[src/rtl/lsr_pkg.sv]
// Constants shared by the sensor end and the controller end of the readout link.
// Assumes a single 50 MHz system clock; the sensor clock is derived from it.
package lsr_pkg;

  // ****************************************************************
  // Array geometry
  // ****************************************************************
  localparam int NUM_SEC    = 2;
  localparam int SEC_PIXELS = 64;
  localparam int SEC_LAST   = SEC_PIXELS - 1;
  localparam int IDX_W      = 6;
  localparam int PIX_W      = 8;
  localparam int NSEC_W     = 4;
  localparam int EDGE_W     = 10;
  localparam int EDGE_EXTRA = 1;

  // ****************************************************************
  // Timing
  // ****************************************************************
  localparam int CLK_HZ        = 50_000_000;
  localparam int CLK_NS        = 20;
  localparam int SCLK_HZ       = 500_000;
  localparam int SETTLE_NS     = 1000;
  localparam int SCLK_PER_CYC  = CLK_HZ / SCLK_HZ;
  localparam int SCLK_HALF_CYC = SCLK_PER_CYC / 2;
  localparam int SETTLE_CYC    = (SETTLE_NS + CLK_NS - 1) / CLK_NS;
  localparam int PHASE_W       = 7;
  localparam logic [PHASE_W-1:0] PHASE_LAST = PHASE_W'(SCLK_PER_CYC - 1);
  localparam logic [PHASE_W-1:0] PHASE_FALL = PHASE_W'(SCLK_HALF_CYC - 1);
  localparam logic [PHASE_W-1:0] PHASE_HALF = PHASE_W'(SCLK_HALF_CYC);
  localparam logic [PHASE_W-1:0] PHASE_SMP  = PHASE_W'(SETTLE_CYC);

  // ****************************************************************
  // Flush and buffering
  // ****************************************************************
  localparam logic [3:0] FLUSH_CYCLES = 4'hc;
  localparam int FIFO_DEPTH = 8;
  localparam int FIFO_W     = 2 * PIX_W + 2;

endpackage

[src/rtl/lsr_link_if.sv]
// Link between the readout controller and the two-section linear sensor.
// Assumes both ends run on the same core clock; no clocking block.
`timescale 1ns/1ps
interface lsr_link_if
  import lsr_pkg::*;
();
  logic             sclk;
  logic             start_in_sec1;
  logic             start_in_sec2;
  logic             pass_out_sec1;
  logic             pass_out_sec2;
  logic [PIX_W-1:0] pixel_out_sec1;
  logic [PIX_W-1:0] pixel_out_sec2;
  logic             pixel_oe_sec1;
  logic             pixel_oe_sec2;
  logic [PIX_W-1:0] pixel_analog_out;

  // Shared line of the serial arrangement; undriven reads as zero
  assign pixel_analog_out = pixel_oe_sec1 ? pixel_out_sec1 :
                            pixel_oe_sec2 ? pixel_out_sec2 : '0;

  modport sensor (
    input  sclk, start_in_sec1, start_in_sec2,
    output pass_out_sec1, pass_out_sec2, pixel_out_sec1, pixel_out_sec2,
    output pixel_oe_sec1, pixel_oe_sec2
  );

  modport ctrl (
    output sclk, start_in_sec1, start_in_sec2,
    input  pass_out_sec1, pass_out_sec2, pixel_out_sec1, pixel_out_sec2,
    input  pixel_oe_sec1, pixel_oe_sec2, pixel_analog_out
  );
endinterface

[src/rtl/lsr_ctrl_end.sv]
// Controller end: derives the sensor clock, issues start pulses, counts
// readout edges and buffers captured pixels in a small FIFO.
// Assumes the sensor end shares core_clk and the link interface.
`timescale 1ns/1ps

// ****************************************************************
// Pixel FIFO
// ****************************************************************
module lsr_fifo
  import lsr_pkg::*;
#(
  parameter int W     = FIFO_W,
  parameter int DEPTH = FIFO_DEPTH
)
(
  input  wire logic         core_clk,  // System clock
  input  wire logic         srst,      // Synchronous reset
  input  wire logic         in_valid,  // Write request
  output logic              in_ready,  // Space available
  input  wire logic [W-1:0] in_data,   // Write word
  output logic              out_valid, // Word available
  input  wire logic         out_ready, // Read accept
  output logic [W-1:0]      out_data   // Head word
);
  localparam int AW = $clog2(DEPTH);

  typedef struct packed {
    logic [DEPTH-1:0][W-1:0] mem;
    logic [AW-1:0]           wr;
    logic [AW-1:0]           rd;
    logic [AW:0]             cnt;
  } lsr_fifo_state_t;

  lsr_fifo_state_t q;
  lsr_fifo_state_t next_q;
  logic            do_wr;
  logic            do_rd;

  assign in_ready  = q.cnt != (AW+1)'(DEPTH);
  assign out_valid = q.cnt != '0;
  assign out_data  = q.mem[q.rd];
  assign do_wr     = in_valid & in_ready;
  assign do_rd     = out_valid & out_ready;

  always_comb
  begin
    next_q = q;
    if (do_wr)
    begin
      next_q.mem[q.wr] = in_data;
      next_q.wr        = (q.wr == AW'(DEPTH - 1)) ? '0 : q.wr + 1'b1;
    end
    if (do_rd)
    begin
      next_q.rd = (q.rd == AW'(DEPTH - 1)) ? '0 : q.rd + 1'b1;
    end
    next_q.cnt = q.cnt + (AW+1)'(do_wr) - (AW+1)'(do_rd);
    if (srst)
    begin
      next_q = '0;
    end
  end

  always_ff @(posedge core_clk)
  begin
    q <= next_q;
  end
endmodule

// ****************************************************************
// Controller
// ****************************************************************
module lsr_ctrl_end
  import lsr_pkg::*;
(
  input  wire logic              core_clk,      // System clock
  input  wire logic              srst,          // Synchronous reset
  lsr_link_if.ctrl               link,          // Link to sensor
  input  wire logic              start_req,     // Pulse: one readout
  input  wire logic              flush_req,     // Pulse: flush cycles
  input  wire logic              parallel_mode, // High: parallel wiring
  input  wire logic [NSEC_W-1:0] num_sections,  // Sections in series
  output logic                   busy,          // Readout in progress
  output logic                   pix_valid,     // Pixel word available
  input  wire logic              pix_ready,     // Pixel word taken
  output logic [FIFO_W-1:0]      pix_data       // Parallel {oe2,oe1,pix2,pix1}; serial {0,1,0,analog}
);
  typedef enum logic [0:0] {ST_IDLE, ST_RUN} lsr_ctrl_st_t;

  typedef struct packed {
    lsr_ctrl_st_t      st;
    logic [PHASE_W-1:0] phase;
    logic              sclk;
    logic              start;
    logic [EDGE_W-1:0] edges;
    logic              quiet;
    logic [3:0]        flush_left;
    logic              req_read;
    logic              req_flush;
    logic              pend;
    logic [FIFO_W-1:0] pdata;
  } lsr_ctrl_state_t;

  lsr_ctrl_state_t   q;
  lsr_ctrl_state_t   next_q;
  logic              fifo_ready;
  logic              wrap;
  logic              stall;
  logic              fall;
  logic [EDGE_W-1:0] total;

  assign wrap  = q.phase == PHASE_LAST;
  // Clock held low until the last sample is buffered
  assign stall = q.pend & wrap;
  assign fall  = q.phase == PHASE_FALL;
  assign total = EDGE_W'(num_sections * SEC_PIXELS + EDGE_EXTRA);

  always_comb
  begin
    next_q           = q;
    next_q.req_read  = q.req_read | start_req;
    next_q.req_flush = q.req_flush | flush_req;
    if (q.pend && fifo_ready)
    begin
      next_q.pend = 1'b0;
    end
    if (!stall)
    begin
      next_q.phase = wrap ? '0 : q.phase + 1'b1;
    end
    next_q.sclk = next_q.phase < PHASE_HALF;
    if (wrap && !stall && q.st == ST_RUN)
    begin
      next_q.edges = q.edges + 1'b1;
    end

    // Sample after settling, once per sensor clock period
    if (q.phase == PHASE_SMP && !q.quiet && (link.pixel_oe_sec1 || link.pixel_oe_sec2))
    begin
      next_q.pend  = 1'b1;
      next_q.pdata = parallel_mode ?
        {link.pixel_oe_sec2, link.pixel_oe_sec1, link.pixel_out_sec2, link.pixel_out_sec1} :
        {1'b0, 1'b1, {PIX_W{1'b0}}, link.pixel_analog_out};
    end

    case (q.st)
      ST_IDLE:
      begin
        // Start rises at a falling edge, so it spans one rising edge
        if (fall && (q.req_read || q.req_flush))
        begin
          next_q.st         = ST_RUN;
          next_q.start      = 1'b1;
          next_q.edges      = '0;
          next_q.quiet      = q.req_flush;
          next_q.flush_left = q.req_flush ? FLUSH_CYCLES - 1'b1 : '0;
          // A request arriving in this very cycle is kept for the next run
          next_q.req_read   = start_req;
          next_q.req_flush  = flush_req;
        end
      end
      ST_RUN:
      begin
        if (fall)
        begin
          next_q.start = 1'b0;
          if (q.edges == total)
          begin
            if (q.flush_left != '0)
            begin
              // Restart so the next start is seen at edge n*64+2
              next_q.flush_left = q.flush_left - 1'b1;
              next_q.start      = 1'b1;
              next_q.edges      = '0;
            end
            else
            begin
              next_q.st    = ST_IDLE;
              next_q.quiet = 1'b0;
            end
          end
        end
      end
      default:
      begin
        next_q.st = ST_IDLE;
      end
    endcase

    if (srst)
    begin
      // Phase parks at the wrap so the first high phase is a full half period
      next_q       = '0;
      next_q.phase = PHASE_LAST;
    end
  end

  always_ff @(posedge core_clk)
  begin
    q <= next_q;
  end

  lsr_fifo #(
    .W     (FIFO_W),
    .DEPTH (FIFO_DEPTH)
  ) lsr_fifo_inst (
    .core_clk  (core_clk),
    .srst      (srst),
    .in_valid  (q.pend),
    .in_ready  (fifo_ready),
    .in_data   (q.pdata),
    .out_valid (pix_valid),
    .out_ready (pix_ready),
    .out_data  (pix_data)
  );

  assign link.sclk          = q.sclk;
  assign link.start_in_sec1 = q.start;
  // Serial wiring chains section one's pass pulse into section two
  assign link.start_in_sec2 = parallel_mode ? q.start : link.pass_out_sec1;
  assign busy               = q.st != ST_IDLE;

endmodule

[src/flat_wrapper.sv]
// flat-port wrapper written by rule: the top's interface ports become plain ports
module lsr_ctrl_end_flat import lsr_pkg::*;
  (core_clk, srst, start_req, flush_req, parallel_mode, num_sections, busy, pix_valid, pix_ready, pix_data, link_sclk, link_start_in_sec1, link_start_in_sec2, link_pass_out_sec1, link_pass_out_sec2, link_pixel_out_sec1, link_pixel_out_sec2, link_pixel_oe_sec1, link_pixel_oe_sec2);
  lsr_link_if link_i ();
  input  wire logic core_clk;
  input  wire logic srst;
  input  wire logic start_req;
  input  wire logic flush_req;
  input  wire logic parallel_mode;
  input  wire logic [NSEC_W-1:0] num_sections;
  output logic busy;
  output logic pix_valid;
  input  wire logic pix_ready;
  output logic [FIFO_W-1:0] pix_data;
  output wire logic [$bits(link_i.sclk)-1:0] link_sclk;
  output wire logic [$bits(link_i.start_in_sec1)-1:0] link_start_in_sec1;
  output wire logic [$bits(link_i.start_in_sec2)-1:0] link_start_in_sec2;
  input wire logic [$bits(link_i.pass_out_sec1)-1:0] link_pass_out_sec1;
  input wire logic [$bits(link_i.pass_out_sec2)-1:0] link_pass_out_sec2;
  input wire logic [$bits(link_i.pixel_out_sec1)-1:0] link_pixel_out_sec1;
  input wire logic [$bits(link_i.pixel_out_sec2)-1:0] link_pixel_out_sec2;
  input wire logic [$bits(link_i.pixel_oe_sec1)-1:0] link_pixel_oe_sec1;
  input wire logic [$bits(link_i.pixel_oe_sec2)-1:0] link_pixel_oe_sec2;
  assign link_sclk = link_i.sclk;
  assign link_start_in_sec1 = link_i.start_in_sec1;
  assign link_start_in_sec2 = link_i.start_in_sec2;
  assign link_i.pass_out_sec1 = link_pass_out_sec1;
  assign link_i.pass_out_sec2 = link_pass_out_sec2;
  assign link_i.pixel_out_sec1 = link_pixel_out_sec1;
  assign link_i.pixel_out_sec2 = link_pixel_out_sec2;
  assign link_i.pixel_oe_sec1 = link_pixel_oe_sec1;
  assign link_i.pixel_oe_sec2 = link_pixel_oe_sec2;
  lsr_ctrl_end u_core (.core_clk(core_clk), .srst(srst), .link(link_i), .start_req(start_req), .flush_req(flush_req), .parallel_mode(parallel_mode), .num_sections(num_sections), .busy(busy), .pix_valid(pix_valid), .pix_ready(pix_ready), .pix_data(pix_data));
endmodule
[config.mk]
export PLATFORM = sky130hd
export DESIGN_NAME = lsr_ctrl_end_flat
export DESIGN_NICKNAME = d
export VERILOG_FILES = /design/src/rtl/lsr_pkg.sv /design/src/rtl/lsr_link_if.sv /design/src/rtl/lsr_ctrl_end.sv /design/src/flat_wrapper.sv
export SDC_FILE = /design/constraint.sdc
export NUM_CORES = 1
export LEC_CHECK = 0
export BUFFER_PORTS_ARGS = -buffer_cell sky130_fd_sc_hd__buf_2
export CAP_MARGIN = 20
export CORE_ASPECT_RATIO = 0.5
export CORE_MARGIN = 8
export CORE_UTILIZATION = 25
export CTS_CLUSTER_SIZE = 25
export DETAILED_ROUTE_END_ITERATION = 10
export RECOVER_POWER = 100
export SLEW_MARGIN = 25
export SYNTH_ARGS = -nofsm -noshare
export SYNTH_HDL_FRONTEND = slang
export SYNTH_SLANG_ARGS = --single-unit
[constraint.sdc]
create_clock -name core_clk -period 2.97 [get_ports core_clk]
set_input_delay 0.4455 -clock core_clk [delete_from_list [all_inputs] [get_ports core_clk]]
set_output_delay 0.4455 -clock core_clk [all_outputs]
set_load 0.005 [all_outputs]
==> results.json, run 1 <==
{
  "post_synth_most_frequent_cells": "nand2_1 (318), dfxtp_1 (200), a21oi_1 (168)",
  "cpPeakStageDelay_ns": 0.64,
  "yosys.area_share.xor_xnor": 0.01752,
  "detailroute.wirelength.met3_um": 940,
  "clock_tree.buffer_depth": 2,
  "clk_latency_ns": 0.45,
  "rows": 49,
  "ys_seq_area_frac": 0.4449,
  "timing.rr.end": "u_core.q[8]",
  "synth_largest_type_area_fraction": 0.4449,
  "report.final.hold_viol_count": 0,
  "cts_htree_levels": 4,
  "critical_path.top_delay_family": "multiplexers",
  "top_level_ports": 53,
  "fin_hold_ws_ns": 0.2266,
  "finalWeightedCongestion": 0.7719,
  "async_reset_ff_frac": 0,
  "synth.most_common_cell": "nand2_1",
  "initialDrtViolationCount": 568,
  "chipHeight_um": 150.2,
  "clockRootBuffer": "clkbuf_16",
  "synthesis.instances": 1058,
  "post-synth-top-area-cell": "dfxtp_1",
  "post_synth_num_cell_types": 59,
  "core-area_um2": 35680,
  "wire_per_inst_um": 15.95,
  "die-width_um": 284.3,
  "buffer_ports.inserted": 51,
  "wire_length_of_the_first_global_routing_pass_mm": 39.19,
  "startpoint": "u_core.lsr_fifo_inst.q[4]",
  "detailed_place.area_um2": 9712,
  "post_cts_hold_buffer_count": 0,
  "synthTopCellsByArea": "dfxtp_1 (44%), nand2_1 (13%), a21oi_1 (9.3%)",
  "synth.ff_latch_count": 200,
  "layout_min_cycle_time_ns": 2.817,
  "design_power_total_mw": 6.178,
  "grt-ovfl-total": 0,
  "tritoncts_num_sinks": 200,
  "clock_skew_ns": 0.01537,
  "area.sequential_um2": 4006,
  "ant_nets": 0,
  "synth-simple-area-share": 0.2116,
  "number_of_stages_on_the_worst_setup_path": 4,
  "max_clock_freq_mhz": 355.0,
  "regToRegStartpoint": "u_core.q[41]",
  "yosys.area_share.adder": 0.02586,
  "top_layer_in_use": "met4",
  "post_synth_edffs": 0,
  "startpoint_type": "flip-flop",
  "drc_errors_left": 0,
  "reg2reg_depth": 6,
  "min-delay-path-class": "in -> reg",
  "post_cts_resized": 0,
  "first_global_vias": 7074,
  "global_route.usage.total": 0.1142,
  "antenna_cells": 0,
  "run_status": "complete, no violations",
  "dr_total_vias": 7411,
  "combined_buffer_and_inverter_count_along_the_critical_path": 2,
  "clkSlewWorstSetupHoldPaths_ns": 0.08,
  "endpoint": "pix_data[10]",
  "grt_setup_unrepaired": "no",
  "slew_violations": 0,
  "slew_headroom": 0.2372,
  "layout.filler_cells": 3802,
  "finish.instance_area_um2": 10280,
  "total_nets_after_synthesis": 1106,
  "synth-warning-count": 0,
  "multi_input_area_um2": 4502,
  "vdd.ir_drop.worst_v": 0.0004088,
  "compound_gate_portion_of_the_synthesized_area": 0.1340,
  "layout_cell_share_with_drive_strength_beyond_1": 0.1423,
  "firstDrtPassIters": 5,
  "detail_route.wirelength.met1_mm": 11.16,
  "worst_pin_slew_ns": 1.134,
  "nNetsFinal": 1110,
  "grt_max_degree": 137,
  "finalCritPeriodShare": 0.9484,
  "syn_area_per_cell_um2": 8.507,
  "worstPathArrival_ns": 2.37,
  "timing.critical_path.fanout_max": 16,
  "cts_setup_buffers": 0,
  "die_area_um2": 42700,
  "tritoncts_clock_tree": "built",
  "crit_path_end_kind": "output pin",
  "critical_path.slowest_cell": "dfxtp_2",
  "crit_path_cell_trace": "buf_12 > mux4_2 > mux2_1 > buf_2",
  "setup_violations": 0,
  "maxcap_viol_count": 0,
  "power_leakage_nw": 3.365,
  "timing.setup.tns_ns": 0,
  "amount_of_wire_on_met2_after_detailed_routing_mm": 12.44,
  "r2r_setup_slack_ns": 0.33,
  "route.final.wire_length_mm": 24.86,
  "cts-buffers-inserted": 17,
  "vias_per_cell": 4.754,
  "synth_mux_area_frac": 0.1151,
  "powerDensity_nw_per_um2": 600.8,
  "layout-area-overhead-vs-synth_pct": 14.25,
  "hpwl_mm": 15.32,
  "start_util": 0.2522,
  "postSynth.topFlopCell": "dfxtp_1",
  "dominant_combinational_cell_family_by_area_after_synthesis": "simple AND/OR/NAND/NOR gates",
  "setup.worst_path.class": "reg -> out",
  "worst_ep_required_time_ns": 2.52,
  "antenna_found_initial": 0,
  "synth_area_um2": 9000
}
-- registers in the layout (all words and copies together), names as in the netlist --
register and count:
u_core.link.sclk 1, u_core.q 43, u_core.link.start_in_sec1 1, u_core.lsr_fifo_inst.q 154
u_core.busy 1
-- worst min-delay path, cell delays in order --
cell	delay (ns)
buf_2	0.10
inv_1	0.04
a21oi_1	0.05
-- layer usage --
layer	vias up	track usage
met1	3585	0.1419
li1	3633	-
met4	0	0.03392
met3	23	0.01853
met2	170	0.2038
met5	-	0
-- layout by cell type, fill, tap and decap left out, types with 5 or more instances in the layout --
| cell type | count |
|---|---|
| mux4_2 | 36 |
| dfxtp_1 | 198 |
| mux2_2 | 13 |
| clkbuf_1 | 12 |
| nand4_1 | 5 |
| inv_1 | 21 |
| clkinv_8 | 7 |
| clkbuf_16 | 17 |
| nand2_1 | 318 |
| buf_4 | 10 |
| ha_1 | 17 |
| xnor2_1 | 7 |
| nor2_1 | 38 |
| nand3_1 | 32 |
| a311oi_1 | 13 |
| xor2_1 | 11 |
| mux2_1 | 7 |
| o21ai_0 | 16 |
| buf_2 | 45 |
| a21oi_1 | 168 |
-- power by group --
group          internal [mW]  switching, mW  total (mW)
combinational          0.373          0.445       0.818
sequential              2.76          0.134        2.89
clock                   1.18           1.29        2.47
total                   4.31           1.86        6.18
-- stage by stage --
stage / worst slack (ns) / utilization / cells
2_1_floorplan: 0.8075 / - / 1058
3_3_place_gp: 0.5910 / 0.2722 / 1527
3_5_place_dp: 0.5592 / 0.2722 / 1527
4_1_cts: 0.1659 / 0.2901 / 1559
5_1_grt: 0.04978 / 0.2882 / 1559
6_report: 0.1532 / 0.2882 / 1559
-- logic make-up after synthesis --
family                   count (synthesis)
AO/OA/AOI/OAI                          218
XOR/XNOR                                18
adder cells (fa/ha/maj)                 18
buffers and inverters                  111
flip-flops                             200
multiplexers                            56
AND/OR/NAND/NOR                        437
-- area by class of cell --
type | instances | area share
clock buffer | 17 | 0.04137
clock inverter | 15 | 0.02093
inverter | 23 | 0.008396
multi-input combinational | 747 | 0.4378
sequential | 200 | 0.3896
tap | 484 | 0.05889
timing repair buffer | 73 | 0.04295
-- worst min path at each step --
| stage | start | endpoint | slack (ns) | cells after the start |
|---|---|---|---|---|
| 2_1_floorplan | u_core.lsr_fifo_inst.q[118] | u_core.lsr_fifo_inst.q[118] | 0.43 | 2 |
| 3_5_place_dp | u_core.lsr_fifo_inst.q[123] | u_core.lsr_fifo_inst.q[123] | 0.44 | 2 |
| 5_1_grt | flush_req | u_core.q[19] | 0.23 | 3 |
| 4_1_cts | start_req | u_core.q[20] | 0.22 | 3 |
| 3_3_place_gp | u_core.lsr_fifo_inst.q[126] | u_core.lsr_fifo_inst.q[126] | 0.44 | 2 |
| 6_report | start_req | u_core.q[20] | 0.23 | 3 |
Note: power is estimated with default switching activity, not from simulation.
==> run 2: changes to the inputs <==
CAP_MARGIN = not set   (was 20)
clock period = 3.65 ns   (was 2.97 ns; I/O delays follow)
==> run 2 against run 1 <==
First-iteration DRC count down 3.9%. Highest routed layer unchanged. Final cell count down 0.32%. Clock power down 22%. Wire length down 2.7%. Largest power group unchanged. Non-clock buffer count down 5. Critical path type unchanged. Hold slack better by 0.11 ns. Global-route usage down 0.19 points. Via count down 2.1%. Total power down 20%. Worst setup slack better by 0.53 ns. Cell area down 0.82%.
==> results.json, run 2 (synthesized netlist as in run 1, its figures left out) <==
{
  "run_status": "complete, no violations",
  "layout_setup_ws_ns": 0.6821,
  "wire_length_of_the_first_global_routing_pass_mm": 38.47,
  "die-width_um": 284.3,
  "finalCritPeriodShare": 0.8131,
  "global_route.usage.total": 0.1122,
  "clock_skew_ns": 0.01822,
  "initialDrtViolationCount": 546,
  "die_area_um2": 42700,
  "reg2reg_depth": 8,
  "setup_violations": 0,
  "regToRegStartpoint": "u_core.lsr_fifo_inst.q[2]",
  "final_cell_count_no_fill": 1554,
  "powerDensity_nw_per_um2": 483.5,
  "tritoncts_num_sinks": 200,
  "setup.worst_path.class": "reg -> out",
  "min-delay-path-class": "in -> reg",
  "mostFrequentLayoutCell": "nand2_1",
  "clkSlewWorstSetupHoldPaths_ns": 0.08,
  "r2r_setup_slack_ns": 0.80,
  "nNetsFinal": 1105,
  "vias_per_cell": 4.670,
  "dp_cells": 1522,
  "post_cts_resized": 0,
  "worstHoldStart": "start_req",
  "fin_hold_ws_ns": 0.3339,
  "grt_setup_unrepaired": "no",
  "worst_hold_path.num_cells": 3,
  "antenna_found_initial": 0,
  "cts_htree_levels": 4,
  "layout_min_cycle_time_ns": 2.968,
  "grt-ovfl-total": 0,
  "netSwitchingPower_mw": 1.443,
  "firstDrtPassIters": 5,
  "timing.setup.tns_ns": 0,
  "layout_cell_share_with_drive_strength_beyond_1": 0.1393,
  "registers.top_by_ff_count": "u_core.lsr_fifo_inst.q",
  "design_power_total_mw": 4.931,
  "antenna_cells": 0,
  "crit_path_end_kind": "output pin",
  "route.final.wire_length_mm": 24.20,
  "worst_ep_required_time_ns": 3.10,
  "maxcap_viol_count": 0,
  "dr_total_vias": 7257,
  "p_comb_frac": 0.135,
  "grt_max_degree": 86,
  "clockRootBuffer": "clkbuf_16",
  "top_level_ports": 53,
  "wire_per_inst_um": 15.57,
  "slew_violations": 0,
  "timing.rr.end": "u_core.lsr_fifo_inst.q[110]",
  "worstPathArrival_ns": 2.42,
  "post_cts_hold_buffer_count": 0,
  "largestRegisters": "u_core.lsr_fifo_inst.q (154), u_core.q (43)",
  "power_leakage_nw": 3.322,
  "startpoint_type": "flip-flop",
  "holdPathEnd": "u_core.q[20]",
  "core-area_um2": 35680,
  "report.final.hold_viol_count": 0,
  "clock_tree.buffer_depth": 2,
  "clk_latency_ns": 0.44,
  "finalWeightedCongestion": 0.7800,
  "tritoncts_clock_tree": "built",
  "largest_register_ffs": 154,
  "hpwl_mm": 14.73,
  "ant_nets": 0,
  "buffer_ports.inserted": 51,
  "internal_power_mw": 3.488,
  "chipHeight_um": 150.2,
  "placement_setup_slack_ns": 1.139,
  "cts-buffers-inserted": 17,
  "max_clock_freq_mhz": 336.9,
  "start_util": 0.2522,
  "layout_common_cells": "nand2_1 (318), dfxtp_1 (198), a21oi_1 (168)",
  "first_global_vias": 6879,
  "timing.critical_path.fanout_max": 13,
  "worst_pin_slew_ns": 1.303,
  "rows": 49,
  "slew_headroom": 0.1232,
  "power.switching_fraction": 0.2926,
  "layout-area-overhead-vs-synth_pct": 13.32,
  "cts_setup_buffers": 0,
  "drc_errors_left": 0,
  "vdd.ir_drop.worst_v": 0.0003348,
  "p_clk_frac": 0.390,
  "pwr-share-seq": 0.475
}
==> run 2: changes by cell type in the layout (fill, tap and decap cells not counted), moves of 2 or more <==
cell      previous run  this run
inv_6                3         5
clkinv_8             7         3
buf_12               4         2
clkbuf_1            12        10
buf_2               45        42
buf_4               10        13
==> run 2: critical path, stage by stage, from the launching register on <==
cell and delay, ns:
dfxtp_2 0.61, buf_4 0.31, mux4_2 0.54, mux2_1 0.37, buf_2 0.15
==> run 2: worst max-delay path by stage <==
stage / startpoint / end / slack, ns / depth (start not counted)
6_report: u_core.lsr_fifo_inst.q[4] / pix_data[7] / 0.68 / 4
5_1_grt: u_core.lsr_fifo_inst.q[2] / u_core.lsr_fifo_inst.q[92] / 0.53 / 8
4_1_cts: u_core.lsr_fifo_inst.q[4] / pix_data[7] / 0.69 / 4
3_5_place_dp: u_core.lsr_fifo_inst.q[2] / u_core.lsr_fifo_inst.q[110] / 1.14 / 8
3_3_place_gp: u_core.lsr_fifo_inst.q[4] / pix_data[7] / 1.16 / 4
2_1_floorplan: u_core.lsr_fifo_inst.q[4] / pix_data[0] / 1.39 / 4
==> run 2: cell type report <==
class / instances / area [µm²]
Fill cell: 3808 / 25480
Multi-Input combinational cell: 747 / 4501
Sequential cell: 200 / 4006
Tap cell: 484 / 605.6
Clock buffer: 18 / 439.2
Timing Repair Buffer: 68 / 396.6
Clock inverter: 14 / 163.9
Inverter: 23 / 86.33
==> run 2: power by group through the flow <==
stage               clock [mW]  sequential [mW]  combinational (mW)
floorplan                    0             2.35               0.557
global placement             0             2.40               0.685
detailed placement           0             2.40               0.684
CTS                       1.97             2.35               0.690
global route              2.05             2.36               0.753
finish                    1.92             2.34               0.664
==> run 2: layer usage <==
metal | part of all wire | vias up | GRT usage
met2 | 0.49 | 157 | 0.1915
met3 | 0.045 | 21 | 0.01944
met1 | 0.45 | 3476 | 0.1457
met4 | 0.015 | 0 | 0.03290
li1 | - | 3603 | -
met5 | 0 | - | 0
==> run 2: through the flow <==
| stage | cell area [µm²] | util |
|---|---|---|
| floorplan | 9000 | - |
| global placement | 9649 | 0.2704 |
| detailed placement | 9649 | 0.2704 |
| CTS | 10250 | 0.2873 |
| global route | 10200 | 0.2858 |
| finish | 10200 | 0.2858 |
